**src/rtl/gpbde_pkg.sv**
```systemverilog
// Purpose: Constants for the port B, D and E pin logic
// Assumes: Byte-wide register port, one clock
// Notes:   Offsets are byte addresses on the register port
package gpbde_pkg;
    // ------------------------------------------------------------
    // Register map
    // ------------------------------------------------------------
    localparam int unsigned GPBDE_AW = 8;
    localparam logic [7:0] GPBDE_OFS_PORT_B_DATA = 8'h01;
    localparam logic [7:0] GPBDE_OFS_PORT_D_DATA = 8'h03;
    localparam logic [7:0] GPBDE_OFS_PORT_B_DIR = 8'h05;
    localparam logic [7:0] GPBDE_OFS_PORT_D_DIR = 8'h07;
    localparam logic [7:0] GPBDE_OFS_PORT_E_DATA = 8'h08;
    localparam logic [7:0] GPBDE_OFS_PORT_D_CTRL = 8'h0A;
    localparam logic [7:0] GPBDE_OFS_PORT_E_DIR = 8'h0C;
    // ------------------------------------------------------------
    // Port D pin control fields
    // ------------------------------------------------------------
    localparam int unsigned GPBDE_SLOW6_BIT = 0;
    localparam int unsigned GPBDE_SLOW7_BIT = 1;
    localparam int unsigned GPBDE_PU6_BIT = 2;
    localparam int unsigned GPBDE_PU7_BIT = 3;
    localparam logic [7:0] GPBDE_CTRL_MASK = 8'h0F;
    localparam logic [7:0] GPBDE_PORT_E_MASK = 8'h03;
    // ------------------------------------------------------------
    // Reset values and converter channels
    // ------------------------------------------------------------
    localparam logic [7:0] GPBDE_DIR_RST = 8'h00;
    localparam logic [7:0] GPBDE_CTRL_RST = 8'h00;
    localparam logic [1:0] GPBDE_E_DIR_RST = 2'h0;
    localparam logic [4:0] GPBDE_ADC_B_LAST = 5'h07;
    localparam logic [4:0] GPBDE_ADC_D_FIRST = 5'h08;
    localparam logic [4:0] GPBDE_ADC_D_LAST = 5'h0B;
    localparam logic [1:0] GPBDE_ELS_GPIO = 2'h0;
    localparam int unsigned GPBDE_PD_TMR0 = 4;
    localparam int unsigned GPBDE_PD_TMR1 = 5;
    localparam int unsigned GPBDE_PD_TXD = 6;
    localparam int unsigned GPBDE_PD_RXD = 7;

    typedef struct packed {
        logic [7:0] pb_data;
        logic [7:0] pb_dir;
        logic [7:0] pd_data;
        logic [7:0] pd_dir;
        logic [3:0] pd_ctrl;
        logic [1:0] pe_data;
        logic [1:0] pe_dir;
        logic [7:0] pb_s1;
        logic [7:0] pb_s2;
        logic [7:0] pd_s1;
        logic [7:0] pd_s2;
        logic [1:0] pe_s1;
        logic [1:0] pe_s2;
        logic [7:0] rdata;
    } gpbde_state_s;
endpackage : gpbde_pkg

```
**src/rtl/gpbde_top.sv**
```systemverilog
// Purpose: Pin logic of ports B, D and E with peripheral sharing
// Assumes: Peripheral controls are on core_clk_i; pin inputs pass two-flop synchronisers
// Notes:   Data latches keep their contents through reset
//
// Notes on behaviour
// - Each port B pin has a read/write data latch untouched by reset.
// - Port B direction one drives the pin, zero makes it an input.
// - Reset clears all port B direction bits.
// - Port B read gives latch for outputs, pin level for inputs.
// - Data writes always load the latch; input reads still show the pin.
// - Converter channel select takes port B or port D bits 0-3 as inputs.
// - Each port D pin has a read/write data latch untouched by reset.
// - Port D direction one drives the pin, zero makes it an input.
// - Reset clears all port D direction bits.
// - Port D read gives latch for outputs, pin level for inputs.
// - Timer 1 edge/level selects give port D bits 4 and 5 to the timer.
// - Serial enable turns port D bits 6 and 7 into transmit and receive.
// - Slow-edge bit makes port D pin 6 or 7 open-drain; direction kept.
// - Pull-up bit connects pin 6 or 7 pull-up regardless of direction.
// - Port E has a two-bit latch, direction from its own bits.
// - Timer 2 edge/level selects give port E bits 0 and 1 to the timer.
// - Port E direction one drives the pin, zero makes it an input.
// - Reset clears both port E direction bits.
// - Port E read gives latch for outputs, pin level for inputs.
//
// Local design decision: the plain strobed port.
`timescale 1ns/1ps
`default_nettype none
module gpbde_top
    import gpbde_pkg::*;
(
    input wire logic core_clk_i,
    input wire logic rstn_i,
    // Register port
    input wire logic [GPBDE_AW-1:0] reg_addr_i,
    input wire logic [7:0] reg_wdata_i,
    input wire logic reg_wr_i,
    input wire logic reg_rd_i,
    output logic [7:0] reg_rdata_o,
    // Port B pins
    input wire logic [7:0] pb_pin_i,
    output logic [7:0] pb_pin_o,
    output logic [7:0] pb_pin_oe_o,
    // Port D pins
    input wire logic [7:0] pd_pin_i,
    output logic [7:0] pd_pin_o,
    output logic [7:0] pd_pin_oe_o,
    output logic [1:0] pd_pullup_en_o,
    output logic [1:0] pd_slow_edge_o,
    // Port E pins
    input wire logic [1:0] pe_pin_i,
    output logic [1:0] pe_pin_o,
    output logic [1:0] pe_pin_oe_o,
    // Converter
    input wire logic [4:0] converter_channel_select_i,
    output logic [7:0] pb_analog_sel_o,
    output logic [3:0] pd_analog_sel_o,
    // Timer 1 and timer 2 channels
    input wire logic [1:0] timer1_edge_level_select0_i,
    input wire logic [1:0] timer1_edge_level_select1_i,
    input wire logic [1:0] timer2_edge_level_select0_i,
    input wire logic [1:0] timer2_edge_level_select1_i,
    input wire logic [1:0] timer1_channel_out_i,
    input wire logic [1:0] timer1_channel_oe_i,
    input wire logic [1:0] timer2_channel_out_i,
    input wire logic [1:0] timer2_channel_oe_i,
    output logic [1:0] timer1_channel_in_o,
    output logic [1:0] timer2_channel_in_o,
    // Serial interface
    input wire logic serial_if_enable_i,
    input wire logic serial_txd_i,
    output logic serial_rxd_o
);

    // ------------------------------------------------------------
    // Helpers
    // ------------------------------------------------------------
    // Output pins read their latch, input pins their synced level
    function automatic logic [7:0] gpbde_mix(
        input logic [7:0] dir,
        input logic [7:0] latch,
        input logic [7:0] pin
    );
        gpbde_mix = (dir & latch) | (~dir & pin);
    endfunction : gpbde_mix

    function automatic logic gpbde_hit(
        input logic [GPBDE_AW-1:0] addr,
        input logic [7:0] ofs
    );
        gpbde_hit = (addr == ofs);
    endfunction : gpbde_hit

    gpbde_state_s st;
    gpbde_state_s next_st;

    logic [1:0] tmr1_own;
    logic [1:0] tmr2_own;
    logic [7:0] pb_adc;
    logic [3:0] pd_adc;
    logic [7:0] pd_out;
    logic [7:0] pd_oe;

    // ------------------------------------------------------------
    // Pin ownership
    // ------------------------------------------------------------
    always_comb begin
        tmr1_own[0] = timer1_edge_level_select0_i != GPBDE_ELS_GPIO;
        tmr1_own[1] = timer1_edge_level_select1_i != GPBDE_ELS_GPIO;
        tmr2_own[0] = timer2_edge_level_select0_i != GPBDE_ELS_GPIO;
        tmr2_own[1] = timer2_edge_level_select1_i != GPBDE_ELS_GPIO;
        pb_adc = '0;
        pd_adc = '0;
        if (converter_channel_select_i <= GPBDE_ADC_B_LAST) begin
            pb_adc[converter_channel_select_i[2:0]] = 1'b1;
        end
        if (converter_channel_select_i >= GPBDE_ADC_D_FIRST &&
            converter_channel_select_i <= GPBDE_ADC_D_LAST) begin
            // Channel 8 is bit 3 down to channel 11 on bit 0
            pd_adc[2'h3 - converter_channel_select_i[1:0]] = 1'b1;
        end
    end

    // ------------------------------------------------------------
    // Next state
    // ------------------------------------------------------------
    always_comb begin
        next_st = st;
        // Two-flop input synchronisers
        next_st.pb_s1 = pb_pin_i;
        next_st.pb_s2 = st.pb_s1;
        next_st.pd_s1 = pd_pin_i;
        next_st.pd_s2 = st.pd_s1;
        next_st.pe_s1 = pe_pin_i;
        next_st.pe_s2 = st.pe_s1;
        // Writes load at this edge regardless of direction
        if (reg_wr_i) begin
            if (gpbde_hit(reg_addr_i, GPBDE_OFS_PORT_B_DATA)) begin
                next_st.pb_data = reg_wdata_i;
            end
            if (gpbde_hit(reg_addr_i, GPBDE_OFS_PORT_B_DIR)) begin
                next_st.pb_dir = reg_wdata_i;
            end
            if (gpbde_hit(reg_addr_i, GPBDE_OFS_PORT_D_DATA)) begin
                next_st.pd_data = reg_wdata_i;
            end
            if (gpbde_hit(reg_addr_i, GPBDE_OFS_PORT_D_DIR)) begin
                next_st.pd_dir = reg_wdata_i;
            end
            if (gpbde_hit(reg_addr_i, GPBDE_OFS_PORT_D_CTRL)) begin
                next_st.pd_ctrl = reg_wdata_i[3:0];
            end
            if (gpbde_hit(reg_addr_i, GPBDE_OFS_PORT_E_DATA)) begin
                next_st.pe_data = reg_wdata_i[1:0];
            end
            if (gpbde_hit(reg_addr_i, GPBDE_OFS_PORT_E_DIR)) begin
                next_st.pe_dir = reg_wdata_i[1:0];
            end
        end
        // Read data stands only in the cycle after the read strobe
        next_st.rdata = '0;
        if (reg_rd_i) begin
            case (reg_addr_i)
                GPBDE_OFS_PORT_B_DATA: begin
                    next_st.rdata = gpbde_mix(st.pb_dir, st.pb_data, st.pb_s2);
                end
                GPBDE_OFS_PORT_D_DATA: begin
                    next_st.rdata = gpbde_mix(st.pd_dir, st.pd_data, st.pd_s2);
                end
                GPBDE_OFS_PORT_E_DATA: begin
                    next_st.rdata = gpbde_mix({6'h00, st.pe_dir}, {6'h00, st.pe_data},
                        {6'h00, st.pe_s2}) & GPBDE_PORT_E_MASK;
                end
                GPBDE_OFS_PORT_B_DIR: begin
                    next_st.rdata = st.pb_dir;
                end
                GPBDE_OFS_PORT_D_DIR: begin
                    next_st.rdata = st.pd_dir;
                end
                GPBDE_OFS_PORT_D_CTRL: begin
                    next_st.rdata = {4'h0, st.pd_ctrl} & GPBDE_CTRL_MASK;
                end
                GPBDE_OFS_PORT_E_DIR: begin
                    next_st.rdata = {6'h00, st.pe_dir};
                end
                default: begin
                    next_st.rdata = '0;
                end
            endcase
        end
    end

    // ------------------------------------------------------------
    // State register
    // ------------------------------------------------------------
    // Data latches are left out of the reset branch on purpose
    always_ff @(posedge core_clk_i or negedge rstn_i) begin
        if (!rstn_i) begin
            st.pb_dir <= GPBDE_DIR_RST;
            st.pd_dir <= GPBDE_DIR_RST;
            st.pe_dir <= GPBDE_E_DIR_RST;
            st.pd_ctrl <= GPBDE_CTRL_RST[3:0];
            st.pb_s1 <= '0;
            st.pb_s2 <= '0;
            st.pd_s1 <= '0;
            st.pd_s2 <= '0;
            st.pe_s1 <= '0;
            st.pe_s2 <= '0;
            st.rdata <= '0;
        end else begin
            st <= next_st;
        end
    end

    // ------------------------------------------------------------
    // Port B drive
    // ------------------------------------------------------------
    always_comb begin
        pb_pin_o = st.pb_data;
        pb_pin_oe_o = st.pb_dir & ~pb_adc;
    end

    // ------------------------------------------------------------
    // Port D drive
    // ------------------------------------------------------------
    always_comb begin
        pd_out = st.pd_data;
        pd_oe = st.pd_dir;
        pd_oe[3:0] = st.pd_dir[3:0] & ~pd_adc;
        if (tmr1_own[0]) begin
            pd_out[GPBDE_PD_TMR0] = timer1_channel_out_i[0];
            pd_oe[GPBDE_PD_TMR0] = timer1_channel_oe_i[0];
        end
        if (tmr1_own[1]) begin
            pd_out[GPBDE_PD_TMR1] = timer1_channel_out_i[1];
            pd_oe[GPBDE_PD_TMR1] = timer1_channel_oe_i[1];
        end
        if (serial_if_enable_i) begin
            pd_out[GPBDE_PD_TXD] = serial_txd_i;
            pd_oe[GPBDE_PD_TXD] = 1'b1;
            pd_out[GPBDE_PD_RXD] = 1'b0;
            pd_oe[GPBDE_PD_RXD] = 1'b0;
        end
        // Open-drain: drive low only, release for a one
        if (st.pd_ctrl[GPBDE_SLOW6_BIT]) begin
            pd_oe[GPBDE_PD_TXD] = pd_oe[GPBDE_PD_TXD] & ~pd_out[GPBDE_PD_TXD];
            pd_out[GPBDE_PD_TXD] = 1'b0;
        end
        if (st.pd_ctrl[GPBDE_SLOW7_BIT]) begin
            pd_oe[GPBDE_PD_RXD] = pd_oe[GPBDE_PD_RXD] & ~pd_out[GPBDE_PD_RXD];
            pd_out[GPBDE_PD_RXD] = 1'b0;
        end
        pd_pin_o = pd_out;
        pd_pin_oe_o = pd_oe;
        pd_slow_edge_o = {st.pd_ctrl[GPBDE_SLOW7_BIT], st.pd_ctrl[GPBDE_SLOW6_BIT]};
        pd_pullup_en_o = {st.pd_ctrl[GPBDE_PU7_BIT], st.pd_ctrl[GPBDE_PU6_BIT]};
    end

    // ------------------------------------------------------------
    // Port E drive
    // ------------------------------------------------------------
    generate
        for (genvar i = 0; i < 2; i++) begin : g_pe
            always_comb begin
                if (tmr2_own[i]) begin
                    pe_pin_o[i] = timer2_channel_out_i[i];
                    pe_pin_oe_o[i] = timer2_channel_oe_i[i];
                end else begin
                    pe_pin_o[i] = st.pe_data[i];
                    pe_pin_oe_o[i] = st.pe_dir[i];
                end
            end
        end
    endgenerate

    // ------------------------------------------------------------
    // Peripheral inputs and read data
    // ------------------------------------------------------------
    always_comb begin
        reg_rdata_o = st.rdata;
        pb_analog_sel_o = pb_adc;
        pd_analog_sel_o = pd_adc;
        timer1_channel_in_o = st.pd_s2[GPBDE_PD_TMR1:GPBDE_PD_TMR0];
        timer2_channel_in_o = st.pe_s2;
        serial_rxd_o = st.pd_s2[GPBDE_PD_RXD];
    end

endmodule : gpbde_top
`default_nettype wire

```
**config.mk**
```make
export PLATFORM = sky130hd
export DESIGN_NAME = gpbde_top
export DESIGN_NICKNAME = d
export VERILOG_FILES = /design/src/rtl/gpbde_pkg.sv /design/src/rtl/gpbde_top.sv
export SDC_FILE = /design/constraint.sdc
export NUM_CORES = 1
export LEC_CHECK = 0
export ABC_AREA = 1
export ABC_CLOCK_PERIOD_IN_PS = 1500
export BUFFER_PORTS_ARGS = -buffer_cell sky130_fd_sc_hd__buf_2
export CORE_ASPECT_RATIO = 1.75
export CORE_MARGIN = 8
export CORE_UTILIZATION = 35
export DETAILED_ROUTE_END_ITERATION = 12
export PLACE_DENSITY_LB_ADDON = 0.15
export SKIP_LAST_GASP = 1
export SYNTH_ARGS = -nofsm -noshare
export SYNTH_HDL_FRONTEND = slang
export SYNTH_SLANG_ARGS = --single-unit
```
**constraint.sdc**
```tcl
create_clock -name core_clk_i -period 1.5 [get_ports core_clk_i]
set_clock_uncertainty 0.15 [all_clocks]
set_input_delay 0.15 -clock core_clk_i [delete_from_list [all_inputs] [get_ports core_clk_i]]
set_output_delay 0.15 -clock core_clk_i [all_outputs]
set_load 0.1 [all_outputs]
```
==> impl_results.md, run 1 <==
* Status: finished with violations
* Failing checks: negative setup slack
* Cells after Synth at 405
* Clock-pin slew of the registers on the worst-case setup and hold paths at 0.06 ns
* Psw at 1.76 mW
* Fin. max-slew vios at 0
* Grt total ovfl at 0
* Final period util at 107%
* Comb pwr share at 21.3%
* Syn Area/Cell at ~9.5 um^2
* Die extent in y at between 150 and 200 um
* Worst path arrival time at 1.30 ns
* Horiz. Die Dim at 95.4 um
* Number of global-route vias before repair at 3497
* GP Congestion at 0.854
* Worst EP required at around 1.2 ns
* Post-detail-place hpwl at 8920 um
* Most frequent cell after synthesis: nand2_1
* Fmax at 625 MHz
* CTS tree: done
* Maximum vdd drop at slightly below 0.6 mV
* Final Hold Fails at 0
* Synth warn at 0
* Cell taking the most area after synthesis: dfrtp_1
* Clock sink total at 84
* Gr usage total at approximately 16%
* Post-synth EDFFs at 18
* Final setup violating endpoints at 6
* Max-cap violations at 0
* DRT Pass-1 Iters at 4
* Synth cell types at 31
* Synth top area cells: dfrtp_1 43%, edfxtp_1 14%, nand2_1 7.8%
* Area delta synth->final at 58.6%
* Ant. Diodes at 0
* Fraction of power spent switching nets at 29.4%
* Row Count at 51
* Port bufs at ~130
* Final wirelength at 11300 um
* Routed wire per std cell at about 16 um
* Async set-or-reset flop fraction in the synthesized netlist at 78.6%
* Class of the worst hold path: in2reg
* Final WS setup at -0.0998 ns
* Total die area at between 10000 and 15000 um^2
* Layout cells sized above 1 at roughly 46%
* Post-layout util at 55.8%
* Mapped Nets at about 470
* Period minus WS final at around 1.6 ns
* Clock root buffer: clkbuf_16
* Vias at roughly 3200
* First-pass GRT wire length at 18000 um
* RSZ-0062 raised after global routing: true
* Initial Util at 35.2%
* Clock power frac at 37.2%
* Leak at 2.91 nW
* Final instance area at 6130 um^2
* Ports at ~130
* Worst Max-Slew Pin Slew at 0.609 ns
* FF+latch count, synth at 84
* Min Hold Slack at ~0.033 ns
* Clock buffer depth at 2
* Vias/cell at roughly 4.5
* Final net count at 628
* Largest net degree at the start of global routing at 67
* Pwr Density at 974 nW/um^2
* Initial DRC Count at 132
* Top cell type's share of synthesized area at 42.8%
* Initial antenna violation count at 0
* Sequential-to-total area share from yosys stat at 56.8%
* Placement Cell Area at 5290 um^2
* DRC at 0
* TritonCTS buffer count at 9
* Antenna-violating nets left at 0
* Commonest cells in the netlist: 80 x nand2_1, 66 x dfrtp_1, 58 x nor2_1
* Critical path launch point type: register
* P_int at ~4.2 mW
* Crit-path max FO at 4
* Post-synthesis cell area at 3860 um^2
* CP Capture Type: output pin
* Worst setup path category: reg2out
* Seq pwr share at 41.5%
* H-Tree Depth at 3
* Slew headroom at about three fifths
* Core area at 11000 um^2
* Primary FF master, synth: dfrtp_1
* Worst-Skew Late Latency at 0.34 ns
power by group through the flow:
stage / registers, mW / clock network, mW / logic, mW
2_1_floorplan: 2.51 / 0 / 0.750
3_3_place_gp: 2.52 / 0 / 1.12
3_5_place_dp: 2.52 / 0 / 1.13
4_1_cts: 2.47 / 2.27 / 1.24
5_1_grt: 2.48 / 2.37 / 1.34
6_report: 2.47 / 2.22 / 1.27
area by class of cell:
cell class	count	area [um^2]
multi-input combinational	241	1520
timing repair buffer	185	1740
inverter	46	205
clock inverter	5	60.1
fill	968	4850
clock buffer	11	243
sequential	84	2200
tap	132	165
through the flow:
step                total power, mW  worst slack, ns  instances  TNS (ns)
detailed placement             3.65          0.00121        648         0
finish                         5.96          -0.0998        704    -0.285
global route                   6.19           -0.158        704    -0.692
floorplan                      3.26           -0.330        405     -2.06
global placement               3.64           0.0206        648         0
CTS                            5.99           -0.121        696    -0.479
metal layers:
metal  part of all wire (%)  global-route usage (%)
met1                     38                    17.1
met2                     56                    28.6
met3                    4.9                    4.97
met4                   0.75                    5.97
met5                      0                       0
final timing paths:
path                                    from                      to  slack, ns  depth (start not counted)
min                                 reg_rd_i          reg_rdata_o[6]       0.03                          3
max                        pd_slow_edge_o[1]          pd_pin_oe_o[7]       -0.1                          2
min in group asynchronous             rstn_i             next_st[15]       0.37                          3
min reg2reg                      next_st[17]  timer1_channel_in_o[1]       0.20                          0
max reg2reg                           st[45]          reg_rdata_o[1]       0.13                          6
max in group asynchronous             rstn_i            serial_rxd_o       0.35                          3
what timing repair did:
action,CTS,global route
setup endpoints to repair,16,41
hold endpoints to repair,116,0
pin swaps,1,1
cloned,0,0
gates resized for setup,30,25
hold buffers,27,0
buffers inserted,5,8
worst max-delay path: stages (launching register included):
cell and delay (ns):
dfrtp_2 0.46, a211oi_4 0.29, buf_12 0.21
cells in the final DEF (no fill, tap or decap), drive strengths merged:
master,count
o22a,1
a21boi,3
clkinv,2
a21oi,8
clkbuf,13
dfrtp,66
a211oi,1
nor2,64
edfxtp,18
dlygate4sd3,27
nor3,5
nor4,2
nor3b,1
mux2,6
o21ai,30
mux2i,1
clkinvlp,1
inv,47
nand3,35
bufinv,1
buf,156
nand2,84
cell families (layout without fill, tap and decap cells):
group / Yosys count / count (layout) / share of synthesized area (%)
flip-flops: 84 / 84 / 56.8
AO/OA/AOI/OAI: 43 / 43 / 6.71
multiplexers: 7 / 7 / 2.01
AND/OR/NAND/NOR: 191 / 191 / 22.5
buffers and inverters: 80 / 247 / 12.0
flip-flops by register name, summed over array words and instances, names as in the netlist:
signal               count
st                      37
pd_slow_edge_o           2
timer1_channel_in_o      2
timer2_channel_in_o      2
next_st                 18
reg_rdata_o              8
pb_pin_o                 8
serial_rxd_o             1
pd_pullup_en_o           2
pd_pin_o                 4
Note: power is estimated with default switching activity, not from simulation.
==> inputs of run 2 (changes only) <==
Settings changed: CORE_UTILIZATION 35 to 51, SKIP_CTS_REPAIR_TIMING set to 1.
==> impl_results.md, run 2 (synthesized netlist as in run 1, its figures left out) <==
* Fmax at around 620 MHz
* Horiz. Die Dim at 81.8 um
* Pwr Density at 961 nW/um^2
* Period minus WS final at 1.61 ns
* P_int at approximately 4 mW
* Antenna-violating nets left at 0
* Clock root buffer: clkbuf_16
* Maximum vdd drop at about 0.8 mV
* Commonest non-fill, non-tap cell in the layout: buf_2
* RSZ-0062 raised after global routing: true
* Ant. Diodes at 0
* Fin. max-slew vios at 0
* Vias/cell at between 5 and 6
* Min Hold Slack at around 0.013 ns
* Final Hold Fails at 0
* CTS tree: done
* Slew headroom at roughly 67%
* GP Congestion at 0.932
* Total die area at 10700 um^2
* Worst path arrival time at 1.31 ns
* Port bufs at 125
* Clock sink total at 84
* Initial antenna violation count at 0
* Area delta synth->final at 55.6%
* Slack of the worst reg-to-reg path at 0.18 ns
* Gr usage total at 20.6%
* Final setup violating endpoints at 7
* Die extent in y at 131 um
* Status: finished with violations
* Fraction of power spent switching nets at 30.9%
* Layout cells sized above 1 at about 44%
* Worst EP required at 1.20 ns
* Worst Max-Slew Pin Slew at 0.503 ns
* Initial DRC Count at 206
* Core area at 7460 um^2
* Top reg by flops: st
* DRT Pass-1 Iters at 4
* Psw at approximately 1.8 mW
* Max reg flops at 37
* Routed wire per std cell at 17.7 um
* Initial Util at 51.8%
* CP Capture Type: output pin
* Final period util at 107%
* Fill cell count at 481
* Failing checks: negative setup slack
* Comb pwr share at 22.0%
* Post-detail-place hpwl at 8310 um
* Leak at 2.88 nW
* Row Count at 42
* First-pass GRT wire length at 16900 um
* Grt total ovfl at 0
* Clock power frac at 35.2%
* Worst-Skew Late Latency at 0.34 ns
* TritonCTS buffer count at 9
* Final net count at roughly 630
* Critical path launch point type: register
* Clock buffer depth at 2
* DP Worst Slack at -0.0508 ns
* Crit-path max FO at 3
* DRC at 0
* Commonest non-fill, non-tap cells in the layout: 84 x buf_2, 79 x nand2_1, 62 x dfrtp_1, 38 x buf_12, 35 x nor2_1
* Seq pwr share at 42.8%
* Clock-pin slew of the registers on the worst-case setup and hold paths at 0.06 ns
* Final wirelength at 11600 um
* Number of global-route vias before repair at 3412
* Vias at 3341
* Ports at between 100 and 150
* Largest net degree at the start of global routing at 67
* Worst setup path category: reg2out
* H-Tree Depth at 3
* Class of the worst hold path: in2reg
* Max-cap violations at 0
* Final WS setup at -0.112 ns
==> run 2: changes by cell type in the layout (fill, tap and decap cells not counted), moves of 2 or more <==
cell and change:
inv_2 -5, dfrtp_1 +2, buf_6 -2, clkinvlp_4 +2
o21ai_0 +2, dfrtp_2 -2, inv_1 +5, clkbuf_4 +2
==> run 2: power groups by stage <==
stage,clock [mW],combinational (mW),sequential [mW]
floorplan,0,0.750,2.51
global placement,0,1.13,2.51
detailed placement,0,1.15,2.51
CTS,2.07,1.15,2.47
global route,2.17,1.33,2.48
finish,2.03,1.27,2.47
==> run 2: path summary, 6_finish.rpt <==
kind / start / end / depth (start not counted)
max: pd_slow_edge_o[1] / pd_pin_oe_o[7] / 2
min in group asynchronous: rstn_i / reg_rdata_o[3] / 3
max in group asynchronous: rstn_i / serial_rxd_o / 3
max reg2reg: st[44] / reg_rdata_o[0] / 6
min: reg_rd_i / reg_rdata_o[6] / 3
min reg2reg: next_st[32] / st[32] / 0
==> run 2: critical path, cell delays in order, from the launching register on <==
cell	delay (ns)
dfrtp_2	0.45
a211oi_4	0.30
buf_12	0.21
==> run 2: routing by layer <==
| layer | share of wire, % | GRT usage, % |
|---|---|---|
| met4 | 3.0 | 9.04 |
| met1 | 33 | 21.1 |
| met5 | 0 | 0 |
| met3 | 9.0 | 7.99 |
| met2 | 55 | 35.1 |
==> run 2: metrics by stage <==
stage	total power, mW	util (%)	TNS [ns]	instance area (um^2)	std cells
6_report	5.77	80.5	-0.410	6010	658
5_1_grt	5.98	80.5	-0.781	6010	658
4_1_cts	5.69	74.2	-1.30	5540	621
3_5_place_dp	3.66	70.5	-0.265	5260	605
3_3_place_gp	3.64	70.5	0	5260	605
2_1_floorplan	3.26	-	-2.06	4180	405
==> run 2: area by class of cell <==
cell class / instances / area, um^2 / area share, %
timing repair buffer: 183 / 1710 / 28.4
clock buffer: 10 / 229 / 3.81
clock inverter: 6 / 47.5 / 0.791
inverter: 46 / 205 / 3.42
sequential: 84 / 2200 / 36.6
tap: 88 / 110 / 1.83
multi-input combinational: 241 / 1510 / 25.2
